<file path="src/common/ccr_params.svh">
`ifndef CCR_PARAMS_SVH
`define CCR_PARAMS_SVH

// register offsets
`define CCR_OFS_MODE   8'h12
`define CCR_OFS_HIGH   8'h13
`define CCR_OFS_LOW    8'h14

// mode field position
`define CCR_MODE_MSB   1
`define CCR_MODE_LSB   0

// reset values
`define CCR_RST_MODE   2'h0
`define CCR_RST_BYTE   8'h00
`define CCR_RST_COUNT  16'h0000
`define CCR_RST_PRE    4'h0

// read data for unmapped offsets
`define CCR_UNMAPPED   8'h00

`endif

</file>
<file path="src/common/ccr_pkg.sv">
package ccr_pkg;

  // converter mode driving output_a
  typedef enum logic [1:0] {
    CCR_STEP_DOWN,
    CCR_AUTO_UPDOWN,
    CCR_STEP_UP,
    CCR_LINEAR_PARALLEL
  } ccr_conv_mode_t;

  // register access from the serial interface
  typedef struct packed {
    logic [7:0] addr;  // register offset
    logic       sel;   // offset currently addressed
    logic       rd;    // read strobe, one cycle
  } ccr_req_t;

  // converter side signals
  typedef struct packed {
    logic       pfm_pulse;      // converter pulse, asynchronous
    logic [1:0] converter_mode; // live mode, asynchronous
    logic [3:0] count_prescale; // pulses per count minus one
  } ccr_conv_t;

endpackage : ccr_pkg

</file>
<file path="src/verilog/ccr_readout.sv">
// Overview of operation
// - two-bit read-only converter mode, reset zero
// - mode codes: down, auto, up, linear parallel
// - mode register frozen while it is addressed
// - high count byte at 0x13, reset zero
// - each count equals prescaled converter pulses
// - counter frozen while addressed, pulses dropped
// - high read copies low byte to shadow
// - low count byte at 0x14, reset zero
`timescale 1ns/1ps
`include "ccr_params.svh"

module ccr_readout (
  input  wire logic           clk,
  input  wire logic           rst_b,
  input  wire logic           clk_en,
  input  wire ccr_pkg::ccr_req_t  req,
  input  wire ccr_pkg::ccr_conv_t conv,
  output logic [7:0]          rd_data,
  output logic                rd_valid
);
  import ccr_pkg::*;

  // how the block hangs together:
  // - the converter pulse and the live mode come from another
  //   domain, so each passes two flops before any logic reads it
  // - a pulse counts on its synchronised rising edge only, so a
  //   long high level is one pulse and never several
  // - the prescaler gathers count_prescale + 1 pulses into one
  //   unit of the charge counter
  // - addressing 0x13 or 0x14 freezes counter and prescaler; pulses
  //   that arrive then are dropped on purpose, never queued, so a
  //   host that keeps the offset addressed loses charge
  // - addressing 0x12 freezes the visible mode field in the same
  //   way, so a capture cannot see a half-changed mode
  // - a read of 0x13 copies the live low byte into a shadow; 0x14
  //   always returns the shadow, never the live byte, which keeps
  //   a high-then-low pair coherent
  // - clk_en low holds every flop, synchronisers included

  // true when a request addresses the given offset
  function automatic logic hits(input ccr_req_t r, input logic [7:0] ofs);
    hits = r.sel && (r.addr == ofs);
  endfunction : hits

  // synchronisers for the asynchronous converter signals
  logic           pulse_s1_q;      // first stage, read only by second
  logic           pulse_s2_q;      // synchronised pulse
  logic           pulse_prev_q;    // delayed copy for edge detect
  logic [1:0]     mode_s1_q;       // first stage of mode
  logic [1:0]     mode_s2_q;       // synchronised mode
  ccr_conv_mode_t mode_q;          // visible mode field
  logic [3:0]     pre_q;           // pulses seen in current unit
  logic [15:0]    count_q;         // charge counter
  logic [7:0]     shadow_q;        // low byte captured on high read
  logic [7:0]     rd_data_q;       // read data
  logic           rd_valid_q;      // read data valid

  // decoded accesses; each holds for the whole addressing time,
  // not only for the cycle of the read strobe
  wire mode_addr  = hits(req, `CCR_OFS_MODE);
  wire high_addr  = hits(req, `CCR_OFS_HIGH);
  wire low_addr   = hits(req, `CCR_OFS_LOW);
  wire mode_frz   = mode_addr;
  wire count_frz  = high_addr | low_addr;
  // rising edge of the synchronised pulse; history resets low,
  // the idle level of the pin, so no false edge follows reset
  wire pulse_edge = pulse_s2_q & ~pulse_prev_q;
  // last pulse of a prescaler unit
  wire unit_done  = pulse_edge && (pre_q == conv.count_prescale);
  // the two halves of the counter as the host sees them
  wire [7:0] cnt_hi = count_q[15:8];
  wire [7:0] cnt_lo = count_q[7:0];

  // read mux; unmapped offsets return zero
  wire [7:0] rd_mux =
    mode_addr ? {6'h00, mode_q} :
    high_addr ? cnt_hi :
    low_addr  ? shadow_q :
                `CCR_UNMAPPED;

  // two-flop synchronisers and edge history
  always_ff @(posedge clk) begin
    if (!rst_b) begin
      // all stages reset to the idle level of their pins
      pulse_s1_q   <= 1'b0;
      pulse_s2_q   <= 1'b0;
      pulse_prev_q <= 1'b0;
      mode_s1_q    <= 2'h0;
      mode_s2_q    <= 2'h0;
    end else if (clk_en) begin
      // first stage may go metastable; only the second reads it
      pulse_s1_q   <= conv.pfm_pulse;
      pulse_s2_q   <= pulse_s1_q;
      pulse_prev_q <= pulse_s2_q;
      mode_s1_q    <= conv.converter_mode;
      mode_s2_q    <= mode_s1_q;
    end
  end

  // mode field tracks converter unless addressed; the mode is a
  // multi-bit word, so a change may pass one odd code for a cycle,
  // which the freeze keeps away from a capture in progress
  always_ff @(posedge clk) begin
    if (!rst_b) begin
      mode_q <= ccr_conv_mode_t'(`CCR_RST_MODE);
    end else if (clk_en && !mode_frz) begin
      mode_q <= ccr_conv_mode_t'(mode_s2_q);
    end
  end

  // prescaler and counter; pulses while frozen are lost
  // the counter wraps from all ones to zero, as the host expects
  // of a free running charge count
  always_ff @(posedge clk) begin
    if (!rst_b) begin
      pre_q   <= `CCR_RST_PRE;
      count_q <= `CCR_RST_COUNT;
    end else if (clk_en && !count_frz && pulse_edge) begin
      if (unit_done) begin
        // unit complete: restart prescaler, step the counter
        pre_q   <= `CCR_RST_PRE;
        count_q <= count_q + 16'h0001;
      end else begin
        // unit still open: one more pulse gathered
        pre_q   <= pre_q + 4'h1;
      end
    end
  end

  // shadow capture on high byte read; the counter is frozen while
  // 0x13 is addressed, so the low byte matches the high byte read
  always_ff @(posedge clk) begin
    if (!rst_b) begin
      shadow_q <= `CCR_RST_BYTE;
    end else if (clk_en && req.rd && high_addr) begin
      shadow_q <= cnt_lo;
    end
  end

  // registered read data; data holds until the next taken read
  // and valid pulses one cycle after each taken read
  always_ff @(posedge clk) begin
    if (!rst_b) begin
      rd_data_q  <= `CCR_RST_BYTE;
      rd_valid_q <= 1'b0;
    end else if (clk_en) begin
      rd_valid_q <= req.rd;
      if (req.rd) begin
        rd_data_q <= rd_mux;
      end
    end
  end

  assign rd_data  = rd_data_q;
  assign rd_valid = rd_valid_q;
endmodule : ccr_readout

</file>
<file path="config.mk">
export PLATFORM = sky130hd
export DESIGN_NAME = ccr_readout
export DESIGN_NICKNAME = d
export VERILOG_FILES = /design/src/common/ccr_pkg.sv /design/src/verilog/ccr_readout.sv
export VERILOG_INCLUDE_DIRS = /design/src /design/src/common
export SDC_FILE = /design/constraint.sdc
export NUM_CORES = 1
export LEC_CHECK = 0
export BUFFER_PORTS_ARGS = -buffer_cell sky130_fd_sc_hd__buf_2
export CAP_MARGIN = 20
export CORE_MARGIN = 5
export CORE_UTILIZATION = 50
export CTS_CLUSTER_SIZE = 25
export DETAILED_ROUTE_END_ITERATION = 10
export PLACE_DENSITY = 0.75
export REMOVE_ABC_BUFFERS = 1
export SYNTH_ARGS = -nofsm -noshare
export SYNTH_HDL_FRONTEND = slang
export SYNTH_SLANG_ARGS = --single-unit
</file>
<file path="constraint.sdc">
create_clock -name clk -period 3.94 [get_ports clk]
set_input_delay 0.788 -clock clk [delete_from_list [all_inputs] [get_ports clk]]
set_output_delay 0.788 -clock clk [all_outputs]
set_load 0.01 [all_outputs]
</file>
* Yosys cells after proc, flatten, opt, wreduce, memory -nomap -nowiden
Index checks and enable logic that the tools add are counted.
** Word-level totals
- Register bits after elaboration :: 46
- Input bits :: 20
- Output and inout port bits :: 9
- Logic and storage cells :: 37
** Operators by class
- $add $sub $neg :: 2
- Equality and inequality tests :: 4
- Multiplexer cells :: 4
- Bitwise gates (word level) :: 3
- Reduce and logical (&&, ||, !) cells :: 13
** Operators by type and width (count)
- $eq 8x5->1 const B :: 3
- $mux 8 :: 3
- $add 16x1->16 const B :: 1
- $logic_and 1x1->1 :: 9
- $add 4x1->4 const B :: 1
- $eq 4x4->1 :: 1
- $mux 4 :: 1
- $reduce_and 2->1 :: 2
- $logic_not 1->1 :: 2
- $and 1x1->1 :: 1
- $not 1->1 :: 1
- $or 1x1->1 :: 1

* Logic depth before layout (Yosys ltp)
Gate-level depths: netlist (run 1).
- Depth after elaboration :: 7
- Depth in mapped cells :: 8
- Gate-level depth less buffers :: 5

* Worst setup path before layout (run 1)
No wires, ideal clock.
- Path kind :: input -> register
- Start :: input req[2] in the netlist's numbering
- End :: register count_q[11]
- Setup time :: 0.072 ns
- Arrival :: 2.442 ns
- Data required time :: 3.868 ns
- Setup slack :: 1.426 ns
- Cell stages on the path :: 7
- Buffers on the path :: 2
- Cells stage by stage :: buf_2 and3b_2 o211ai_1 or4b_2 clkbuf_1 nor3_1 mux2i_1
** Between the ends
- Word-level cells in the longest chain between the ends :: 7
- Elaborated cells between the ends (all ways) :: 9
- Classes of those cells :: eq/ne (2); bitwise (1); reduce/logical (6)
** Ends and longest elaborated chain
- from (decl) :: line ccr_readout.sv:17 : input wire ccr_pkg::ccr_req_t req,
- $eq 8x5->1 :: line ccr_readout.sv:43 : hits = r.sel && (r.addr == ofs);
- $logic_and 1x1->1 :: line ccr_readout.sv:43
- $or 1x1->1 * :: line ccr_readout.sv:65 : wire count_frz = high_addr | low_addr;
- $logic_not 1->1 * :: line ccr_readout.sv:119 : end else if (clk_en && !count_frz && pulse_edge) begin
- $logic_and 1x1->1 * (2 in a row) :: line ccr_readout.sv:119
- $reduce_and 2->1 (no line) *
- to (signal assigned) :: line ccr_readout.sv:118 : count_q <= `CCR_RST_COUNT;
- to (signal assigned) :: line ccr_readout.sv:123 : count_q <= count_q + 16'h0001;
- to (decl) :: line ccr_readout.sv:54 : logic [15:0] count_q;
Mark *: on every way between the ends. The rest lies on a longest branch, timed or not.
A chain may end at the register's enable or synchronous reset.

* Worst setup path after layout (run 1)
Ends and elaborated chain as after synthesis.

==> flow_metrics.tcl, run 1 <==
set metrics [dict create \
    status "complete, no violations" \
    start_util 0.526 \
    numPortBuffers 28 \
    final_cell_mix "dfxtp_1, buf_2, nor2_1" \
    grt.total_usage 0.177 \
    ys_types 41 \
    synth-seq-area-share 0.431 \
    die_x_um 75.4 \
    die_area_um2 5680 \
    setup_ws_ns 1.49 \
    gr-total-overflow 0 \
    htree_levels 2 \
    rsz0062_at_grt "no" \
    drive_above_1_share 0.166 \
    ant_nets 0 \
    worst_clock_skew_ns 0.00784 \
    critPathArrivalTime_ns 2.70 \
    antenna_found_initial 0 \
    fin_cells 315 \
    hold_start "rd_data[0]" \
    grt_pass1_wl_mm 7.70 \
    yosys.area.top_type_share 0.431 \
    die_h_um 75.4 \
    slowest_stage "or4b_2" \
    ir_worst_vdd_v 0.000233 \
    synth.cell_area_um2 2140 \
    rr_worst_depth 5 \
    rr_startpoint "count_q[2]" \
    finish.utilization 0.595 \
    required_ns 4.18 \
    setup_viol 0 \
    ys_ff_latch 46 \
    grt_max_degree 34 \
    end_kind "flip-flop" \
    critPathMaxFanout 8 \
    max_stage_delay_ns 0.75 \
    synth_edf_count 0 \
    preCtsSetupSlack_ns 1.21 \
    drtIter0Drc 120 \
    hold_depth 2 \
    startpoint_type "input port" \
    row_count 23 \
    dp_hpwl_mm 3.11 \
    fin_crit_ns 2.45 \
    drcViolationCount 0 \
    cts.repair.resized 0 \
    maxSlewHeadroom 0.540 \
    synthCells 240 \
    synth_area_leader_cell "dfxtp_1" \
    cts-root-buf "clkbuf_8" \
    viasPerCell 5.69 \
    area_delta_synth_final_pct 13.0 \
    avgSynthCellArea_um2 8.90 \
    wl_per_cell_um 13.9 \
    fmax_mhz 407 \
    r2r_end "count_q[11]" \
    core_area_um2 4060 \
    worst_slew_pin_slew_ns 0.684 \
    cts_buffers 5 \
    r2r_setup_slack_ns 1.80 \
    clkTransAtPathRegs_ns 0.09 \
    power_mw 0.873 \
    critPathKind "input port to flip-flop" \
    clockBufferDepth 2 \
    place_inst 307 \
    hp-class "flip-flop to flip-flop" \
    fin_nets 286 \
    p_leak_nw 0.887 \
    hold_buffers 0 \
    synth_flop_cell "dfxtp_1" \
    hold_violations 0 \
    cts_sinks 46 \
    fin_crit_sh 0.623 \
    layout_commonest_cell "dfxtp_1" \
    fillCellCount 355 \
    fin_tns_setup_ns 0 \
    gp_congestion 0.771 \
    drt_wl_total_mm 4.38 \
    drv_cap 0 \
    io_pins 29 \
    clock_latency_ns 0.30 \
    path_cells "buf_2, and3b_2, o211ai_1, or4b_2, nor3_1, mux2i_1" \
    whs_endpoint "rd_data[0]" \
    first_global_vias 1672 \
    yosys_warnings 0 \
    tritoncts "built" \
    antenna_cells 0 \
    slew_violations 0 \
    powerDensity_nw_per_um2 362 \
    synthArstFlopShare 0 \
    yosys-top-cells-area "dfxtp_1, mux2i_1, a22o_1" \
    post-cts-setup-buffers 0 \
    dr_total_vias 1793 \
    firstDrtPassIters 4 \
]
## critical path, delay by kind of cell
family                 cells  cell delay [ns]
muxes                      1             0.21
AOI/OAI and AO/OA          1             0.28
and+or+nand+nor            3             1.26
buffers and inverters      1             0.15
## stage by stage
stage | instance area, um^2 | hold WS (ns)
6_report | 2410 | 0.455
4_1_cts | 2410 | 0.458
5_1_grt | 2410 | 0.481
3_5_place_dp | 2300 | 0.444
3_3_place_gp | 2300 | 0.437
2_1_floorplan | 2090 | 0.443
## layout make-up
type	count	area (um^2)	area share
inverter	8	30.0	0.0124
sequential	46	921	0.382
clock buffer	6	72.6	0.0301
multi-input combinational	173	1130	0.470
clock inverter	2	37.5	0.0156
timing repair buffer	30	155	0.0643
tap	50	62.6	0.0259
## routing by layer
metal,up-vias,global-route usage,share of wire
met5,-,0,0
met4,0,0.0757,0.021
met3,10,0.0501,0.056
met2,40,0.273,0.44
met1,821,0.233,0.48
li1,922,-,-
## kinds of logic (layout without fill, tap and decap cells)
| kind of cell | after synthesis | count (layout) | share of synthesized area |
|---|---|---|---|
| compound gates | 50 | 50 | 0.158 |
| xor+xnor | 5 | 5 | 0.0205 |
| simple gates | 95 | 95 | 0.243 |
| buf+inv | 21 | 46 | 0.0375 |
| fa+ha+maj | 2 | 2 | 0.0117 |
| mux | 21 | 21 | 0.0984 |
| flops | 46 | 46 | 0.431 |
## worst max-delay path by stage
stage                       from     endpoint  slack, ns
after floorplan           req[5]  shadow_q[0]       1.45
after global placement    req[2]  count_q[15]       1.24
after detailed placement  req[2]  count_q[11]       1.21
after CTS                 req[2]  count_q[11]       1.49
after global routing      req[2]  count_q[11]       1.36
final                     req[2]  count_q[11]       1.49
## state kept, by name, summed over array words and instances, names as in the netlist
signal and count:
count_q 16, rd_data 8, shadow_q 8, pre_q 4, mode_q 2, mode_s1_q 2, mode_s2_q 2, pulse_prev_q 1
pulse_s1_q 1, pulse_s2_q 1, rd_valid 1
## Yosys cell counts, drive strengths merged (3+ instances only)
cell type / instances
clkbuf: 9
and3: 3
nor4: 3
a21oi: 19
o31ai: 8
o21ai: 4
mux2i: 21
nand2: 18
dfxtp: 46
or3: 4
buf: 4
xnor2: 5
nand3: 8
nor2: 26
nor3: 7
a22o: 12
or4: 10
inv: 8
## where the power goes
part,switching [mW],total (mW),internal [mW],leakage [nW]
sequential,0.00331,0.473,0.470,0.372
clock,0.161,0.350,0.189,0.0514
combinational,0.0291,0.0498,0.0207,0.464
total,0.193,0.873,0.680,0.887
Note: power is estimated with default switching activity, not from simulation.
==> run 2, diff against run 1 <==
--- a/config.mk
+++ b/config.mk
@@ -12,7 +12,7 @@
 export CORE_UTILIZATION = 50
 export CTS_CLUSTER_SIZE = 25
 export DETAILED_ROUTE_END_ITERATION = 10
-export PLACE_DENSITY = 0.75
+export PLACE_DENSITY = 0.78
 export REMOVE_ABC_BUFFERS = 1
 export SYNTH_ARGS = -nofsm -noshare
 export SYNTH_HDL_FRONTEND = slang
==> constraint.sdc (replaced) <==
create_clock -name clk -period 2.15 [get_ports clk]
set_input_delay 0.43 -clock clk [delete_from_list [all_inputs] [get_ports clk]]
set_output_delay 0.43 -clock clk [all_outputs]
set_load 0.01 [all_outputs]
==> run 2 against run 1 <==
  * Setup slack got worse by 1.3 ns
  * Register-to-register slack worse by 1.6 ns
  * Largest power group unchanged
  * Via count is 4.6% higher
  * Highest routed layer unchanged
  * Clock power grew 79%
  * Critical path depth fell by 1
  * Worst hold slack got worse by 0.089 ns
  * Cell count increased by 4.4%
  * Sequential share of layout area down 2.0 points
  * Sequential power increased by 83%
  * Non-clock buffer count grew 14
  * Die area is the same
  * Flip-flop and latch count unchanged
==> flow_metrics.tcl, run 2 (synthesis gave the netlist of run 1 again) <==
set metrics [dict create \
    antenna_found_initial 0 \
    firstDrtPassIters 4 \
    dp_hpwl_mm 3.27 \
    rr_startpoint "pre_q[0]" \
    whs_endpoint "mode_s1_q[0]" \
    clkTransAtPathRegs_ns 0.08 \
    rr_worst_depth 5 \
    post-cts-setup-buffers 0 \
    grt_max_degree 37 \
    clockBufferDepth 2 \
    regArea_um2 921 \
    die_area_um2 5680 \
    die_h_um 75.4 \
    area_delta_synth_final_pct 19.3 \
    powerDensity_nw_per_um2 627 \
    hold_depth 3 \
    first_global_vias 1785 \
    end_kind "flip-flop" \
    ir_worst_vdd_v 0.000561 \
    setup_viol 0 \
    wl_per_cell_um 13.6 \
    fmax_mhz 502 \
    hold_start "conv[4]" \
    cts_sinks 46 \
    cts_buffers 5 \
    ant_nets 0 \
    slew_violations 0 \
    power_mw 1.60 \
    fin_nets 300 \
    drt_wl_total_mm 4.49 \
    required_ns 2.39 \
    cts.repair.resized 0 \
    hp-class "input port to flip-flop" \
    critPathKind "flip-flop to flip-flop" \
    hold_violations 0 \
    maxSlewHeadroom 0.604 \
    cts-root-buf "clkbuf_8" \
    drv_cap 0 \
    grt_pass1_wl_mm 7.76 \
    clock_latency_ns 0.30 \
    r2r_end "count_q[12]" \
    drive_above_1_share 0.208 \
    fin_crit_sh 0.927 \
    critPathArrivalTime_ns 2.23 \
    numPortBuffers 28 \
    final_cell_mix "dfxtp_1, buf_2, nor2_1" \
    gp_congestion 0.793 \
    grt.total_usage 0.177 \
    antenna_cells 0 \
    core_area_um2 4060 \
    largest_register_ffs 16 \
    startpoint_type "flip-flop" \
    viasPerCell 5.70 \
    start_util 0.526 \
    multi_input_area_um2 1140 \
    largest_register "count_q" \
    htree_levels 2 \
    drcViolationCount 0 \
    r2r_setup_slack_ns 0.16 \
    row_count 23 \
    io_pins 29 \
    p_leak_nw 0.972 \
    layout_commonest_cell "dfxtp_1" \
    drtIter0Drc 114 \
    fillCellCount 339 \
    critPathMaxFanout 8 \
    tritoncts "built" \
    dr_total_vias 1875 \
    rsz0062_at_grt "no" \
    worst_clock_skew_ns 0.00420 \
    hold_slack_ns 0.366 \
    status "complete, no violations" \
    gr-total-overflow 0 \
    die_x_um 75.4 \
    fin_crit_ns 1.99 \
    hold_buffers 0 \
    worst_slew_pin_slew_ns 0.590 \
]
[run 2: final cells by class]
class	instances	share of cell area
Multi-Input combinational cell	173	0.448
Inverter	8	0.0118
Sequential cell	46	0.361
Clock buffer	7	0.0300
Tap cell	50	0.0246
Clock inverter	1	0.0118
Timing Repair Buffer	44	0.112
[run 2: critical path, cell delays in order (launching register included)]
cell,delay (ns)
dfxtp_1,0.41
xnor2_1,0.14
nand3_1,0.16
or4_4,0.60
or4_1,0.48
a21oi_1,0.14
[run 2: how the worst max path moves through the flow]
stage	start	end	slack [ns]	cells after the start
floorplan	req[5]	shadow_q[0]	0.02	5
global placement	req[2]	count_q[15]	-0.17	6
global route	pre_q[0]	count_q[12]	0.05	5
CTS	pre_q[0]	count_q[12]	0.05	5
detailed placement	req[2]	count_q[15]	-0.17	6
finish	pre_q[0]	count_q[12]	0.16	5
[run 2: layer usage]
layer / vias to the layer above / part of all wire / GRT usage / routed length [um]
met5: - / 0 / 0 / 0
met4: 0 / 0.0094 / 0.0621 / 42
met3: 5 / 0.058 / 0.0488 / 260
met2: 44 / 0.47 / 0.296 / 2100
met1: 873 / 0.46 / 0.217 / 2080
li1: 953 / - / - / -
[run 2: metrics by stage]
stage | worst slack (ns) | utilization | area, um^2 | instances | TNS (ns)
2_1_floorplan | 0.0156 | - | 2090 | 227 | 0
3_3_place_gp | -0.173 | 0.600 | 2430 | 321 | -0.508
3_5_place_dp | -0.173 | 0.600 | 2430 | 321 | -0.917
4_1_cts | 0.0495 | 0.626 | 2540 | 329 | 0
5_1_grt | 0.0456 | 0.628 | 2550 | 329 | 0
6_report | 0.156 | 0.628 | 2550 | 329 | 0
[run 2: report_power, final]
group | internal [mW] | switching (mW) | leakage [nW]
combinational | 0.0479 | 0.0561 | 0.548
sequential | 0.861 | 0.00620 | 0.372
clock | 0.348 | 0.279 | 0.0524
total | 1.26 | 0.342 | 0.972
==> run 3, diff against run 2 <==
--- a/config.mk
+++ b/config.mk
@@ -12,7 +12,7 @@
 export CORE_UTILIZATION = 50
 export CTS_CLUSTER_SIZE = 25
 export DETAILED_ROUTE_END_ITERATION = 10
-export PLACE_DENSITY = 0.78
+export PLACE_DENSITY = 0.75
 export REMOVE_ABC_BUFFERS = 1
 export SYNTH_ARGS = -nofsm -noshare
 export SYNTH_HDL_FRONTEND = slang
==> constraint.sdc (replaced) <==
create_clock -name clk -period 2.4 [get_ports clk]
set_input_delay 0.48 -clock clk [delete_from_list [all_inputs] [get_ports clk]]
set_output_delay 0.48 -clock clk [all_outputs]
set_load 0.01 [all_outputs]
==> run 3 against run 2 <==
  * Combinational power is 19% lower
  * Sequential share of layout area increased by 1.2 points
  * Die area did not move
  * Clock skew about the same
  * Register-to-register slack gained 0.12 ns
  * Power shrank 10%
  * Highest routed layer unchanged
  * Worst hold slack better by 0.037 ns
  * Critical path type is now input port to flip-flop
  * Cell count is 3.0% lower
  * Non-clock buffer count decreased by 10
  * Setup slack better by 0.098 ns
  * Largest power group unchanged
==> flow_metrics.tcl, run 3 (synthesis gave the netlist of run 1 again) <==
set metrics [dict create \
    firstDrtPassIters 5 \
    powerDensity_nw_per_um2 581 \
    end_kind "flip-flop" \
    largest_register "count_q" \
    startpoint_type "input port" \
    place_area_um2 2360 \
    numPortBuffers 28 \
    fmax_mhz 466 \
    cts_buffers 5 \
    finish.utilization 0.608 \
    fin_crit_sh 0.894 \
    required_ns 2.64 \
    setup_viol 0 \
    row_count 23 \
    ir_worst_vdd_v 0.000365 \
    preCtsSetupSlack_ns -0.0204 \
    p_leak_nw 0.917 \
    drcViolationCount 0 \
    slew_violations 0 \
    dr_total_vias 1844 \
    largest_register_ffs 16 \
    grt_max_degree 37 \
    gp_congestion 0.762 \
    clock_latency_ns 0.31 \
    drv_cap 0 \
    die_area_um2 5680 \
    grt_pass1_wl_mm 7.65 \
    clockBufferDepth 2 \
    hp-class "input port to flip-flop" \
    start_util 0.526 \
    critPathMaxFanout 8 \
    htree_levels 2 \
    slowest_stage "or4b_2" \
    viasPerCell 5.78 \
    layout_commonest_cell "dfxtp_1" \
    setup_ws_ns 0.255 \
    hold_buffers 0 \
    drt_wl_total_mm 4.51 \
    antenna_cells 0 \
    first_global_vias 1698 \
    io_pins 29 \
    die_h_um 75.4 \
    grt.total_usage 0.176 \
    tritoncts "built" \
    maxSlewHeadroom 0.576 \
    core_area_um2 4060 \
    fin_crit_ns 2.15 \
    drtIter0Drc 93 \
    critPathArrivalTime_ns 2.38 \
    worst_slew_pin_slew_ns 0.631 \
    antenna_found_initial 0 \
    rsz0062_at_grt "no" \
    clkTransAtPathRegs_ns 0.08 \
    cts-root-buf "clkbuf_8" \
    path_cells "buf_2, and3b_2, o211ai_1, or4b_2, nor3_1, mux2i_1" \
    post-route-cell-area_um2 2470 \
    dp_hpwl_mm 3.17 \
    critPathKind "input port to flip-flop" \
    hold_violations 0 \
    cts_sinks 46 \
    fin_nets 290 \
    status "complete, no violations" \
    post-cts-setup-buffers 0 \
    ant_nets 0 \
    wl_per_cell_um 14.1 \
    final_cell_mix "dfxtp_1, buf_2, nor2_1" \
    fin_tns_setup_ns 0 \
    fillCellCount 359 \
    drive_above_1_share 0.178 \
    worst_clock_skew_ns 0.00389 \
    area_delta_synth_final_pct 15.6 \
    cts.repair.resized 0 \
    die_x_um 75.4 \
    max_stage_delay_ns 0.77 \
    gr-total-overflow 0 \
    power_mw 1.43 \
]
run 3: cell type report:
cell class                      count  area [um^2]  share of cell area
Inverter                            8         30.0              0.0122
Sequential cell                    46          921               0.373
Timing Repair Buffer               34          210              0.0851
Tap cell                           50         62.6              0.0253
Clock buffer                        6         72.6              0.0294
Clock inverter                      2         37.5              0.0152
Multi-Input combinational cell    173         1130               0.460
run 3: critical path: cells and delay by family:
family | cells | cell delay [ns]
muxes | 1 | 0.21
and+or+nand+nor | 3 | 1.21
buffers and inverters | 1 | 0.15
AOI/OAI and AO/OA | 1 | 0.33
run 3: path summary, 6_finish.rpt:
kind	from	end	slack (ns)	depth (start not counted)
setup / recovery	req[2]	count_q[15]	0.25	6
hold / removal	conv[5]	mode_s1_q[1]	0.40	3
setup reg to reg	count_q[2]	count_q[15]	0.28	5
hold reg to reg	rd_data[0]	rd_data[0]	0.45	2
run 3: layer usage:
| metal | vias up | global-route usage | routed length, um |
|---|---|---|---|
| met5 | - | 0 | 0 |
| met4 | 0 | 0.0757 | 76 |
| met3 | 8 | 0.0409 | 252 |
| met2 | 48 | 0.283 | 2050 |
| met1 | 864 | 0.227 | 2140 |
| li1 | 924 | - | - |
run 3: power by group:
part | switching, mW | internal [mW] | total, mW
combinational | 0.0480 | 0.0366 | 0.0846
clock | 0.261 | 0.311 | 0.572
sequential | 0.00553 | 0.771 | 0.776
run 3: metrics by stage:
step / hold slack, ns / std cells
CTS: 0.402 / 319
floorplan: 0.443 / 227
global route: 0.412 / 319
detailed placement: 0.441 / 311
finish: 0.403 / 319
global placement: 0.436 / 311
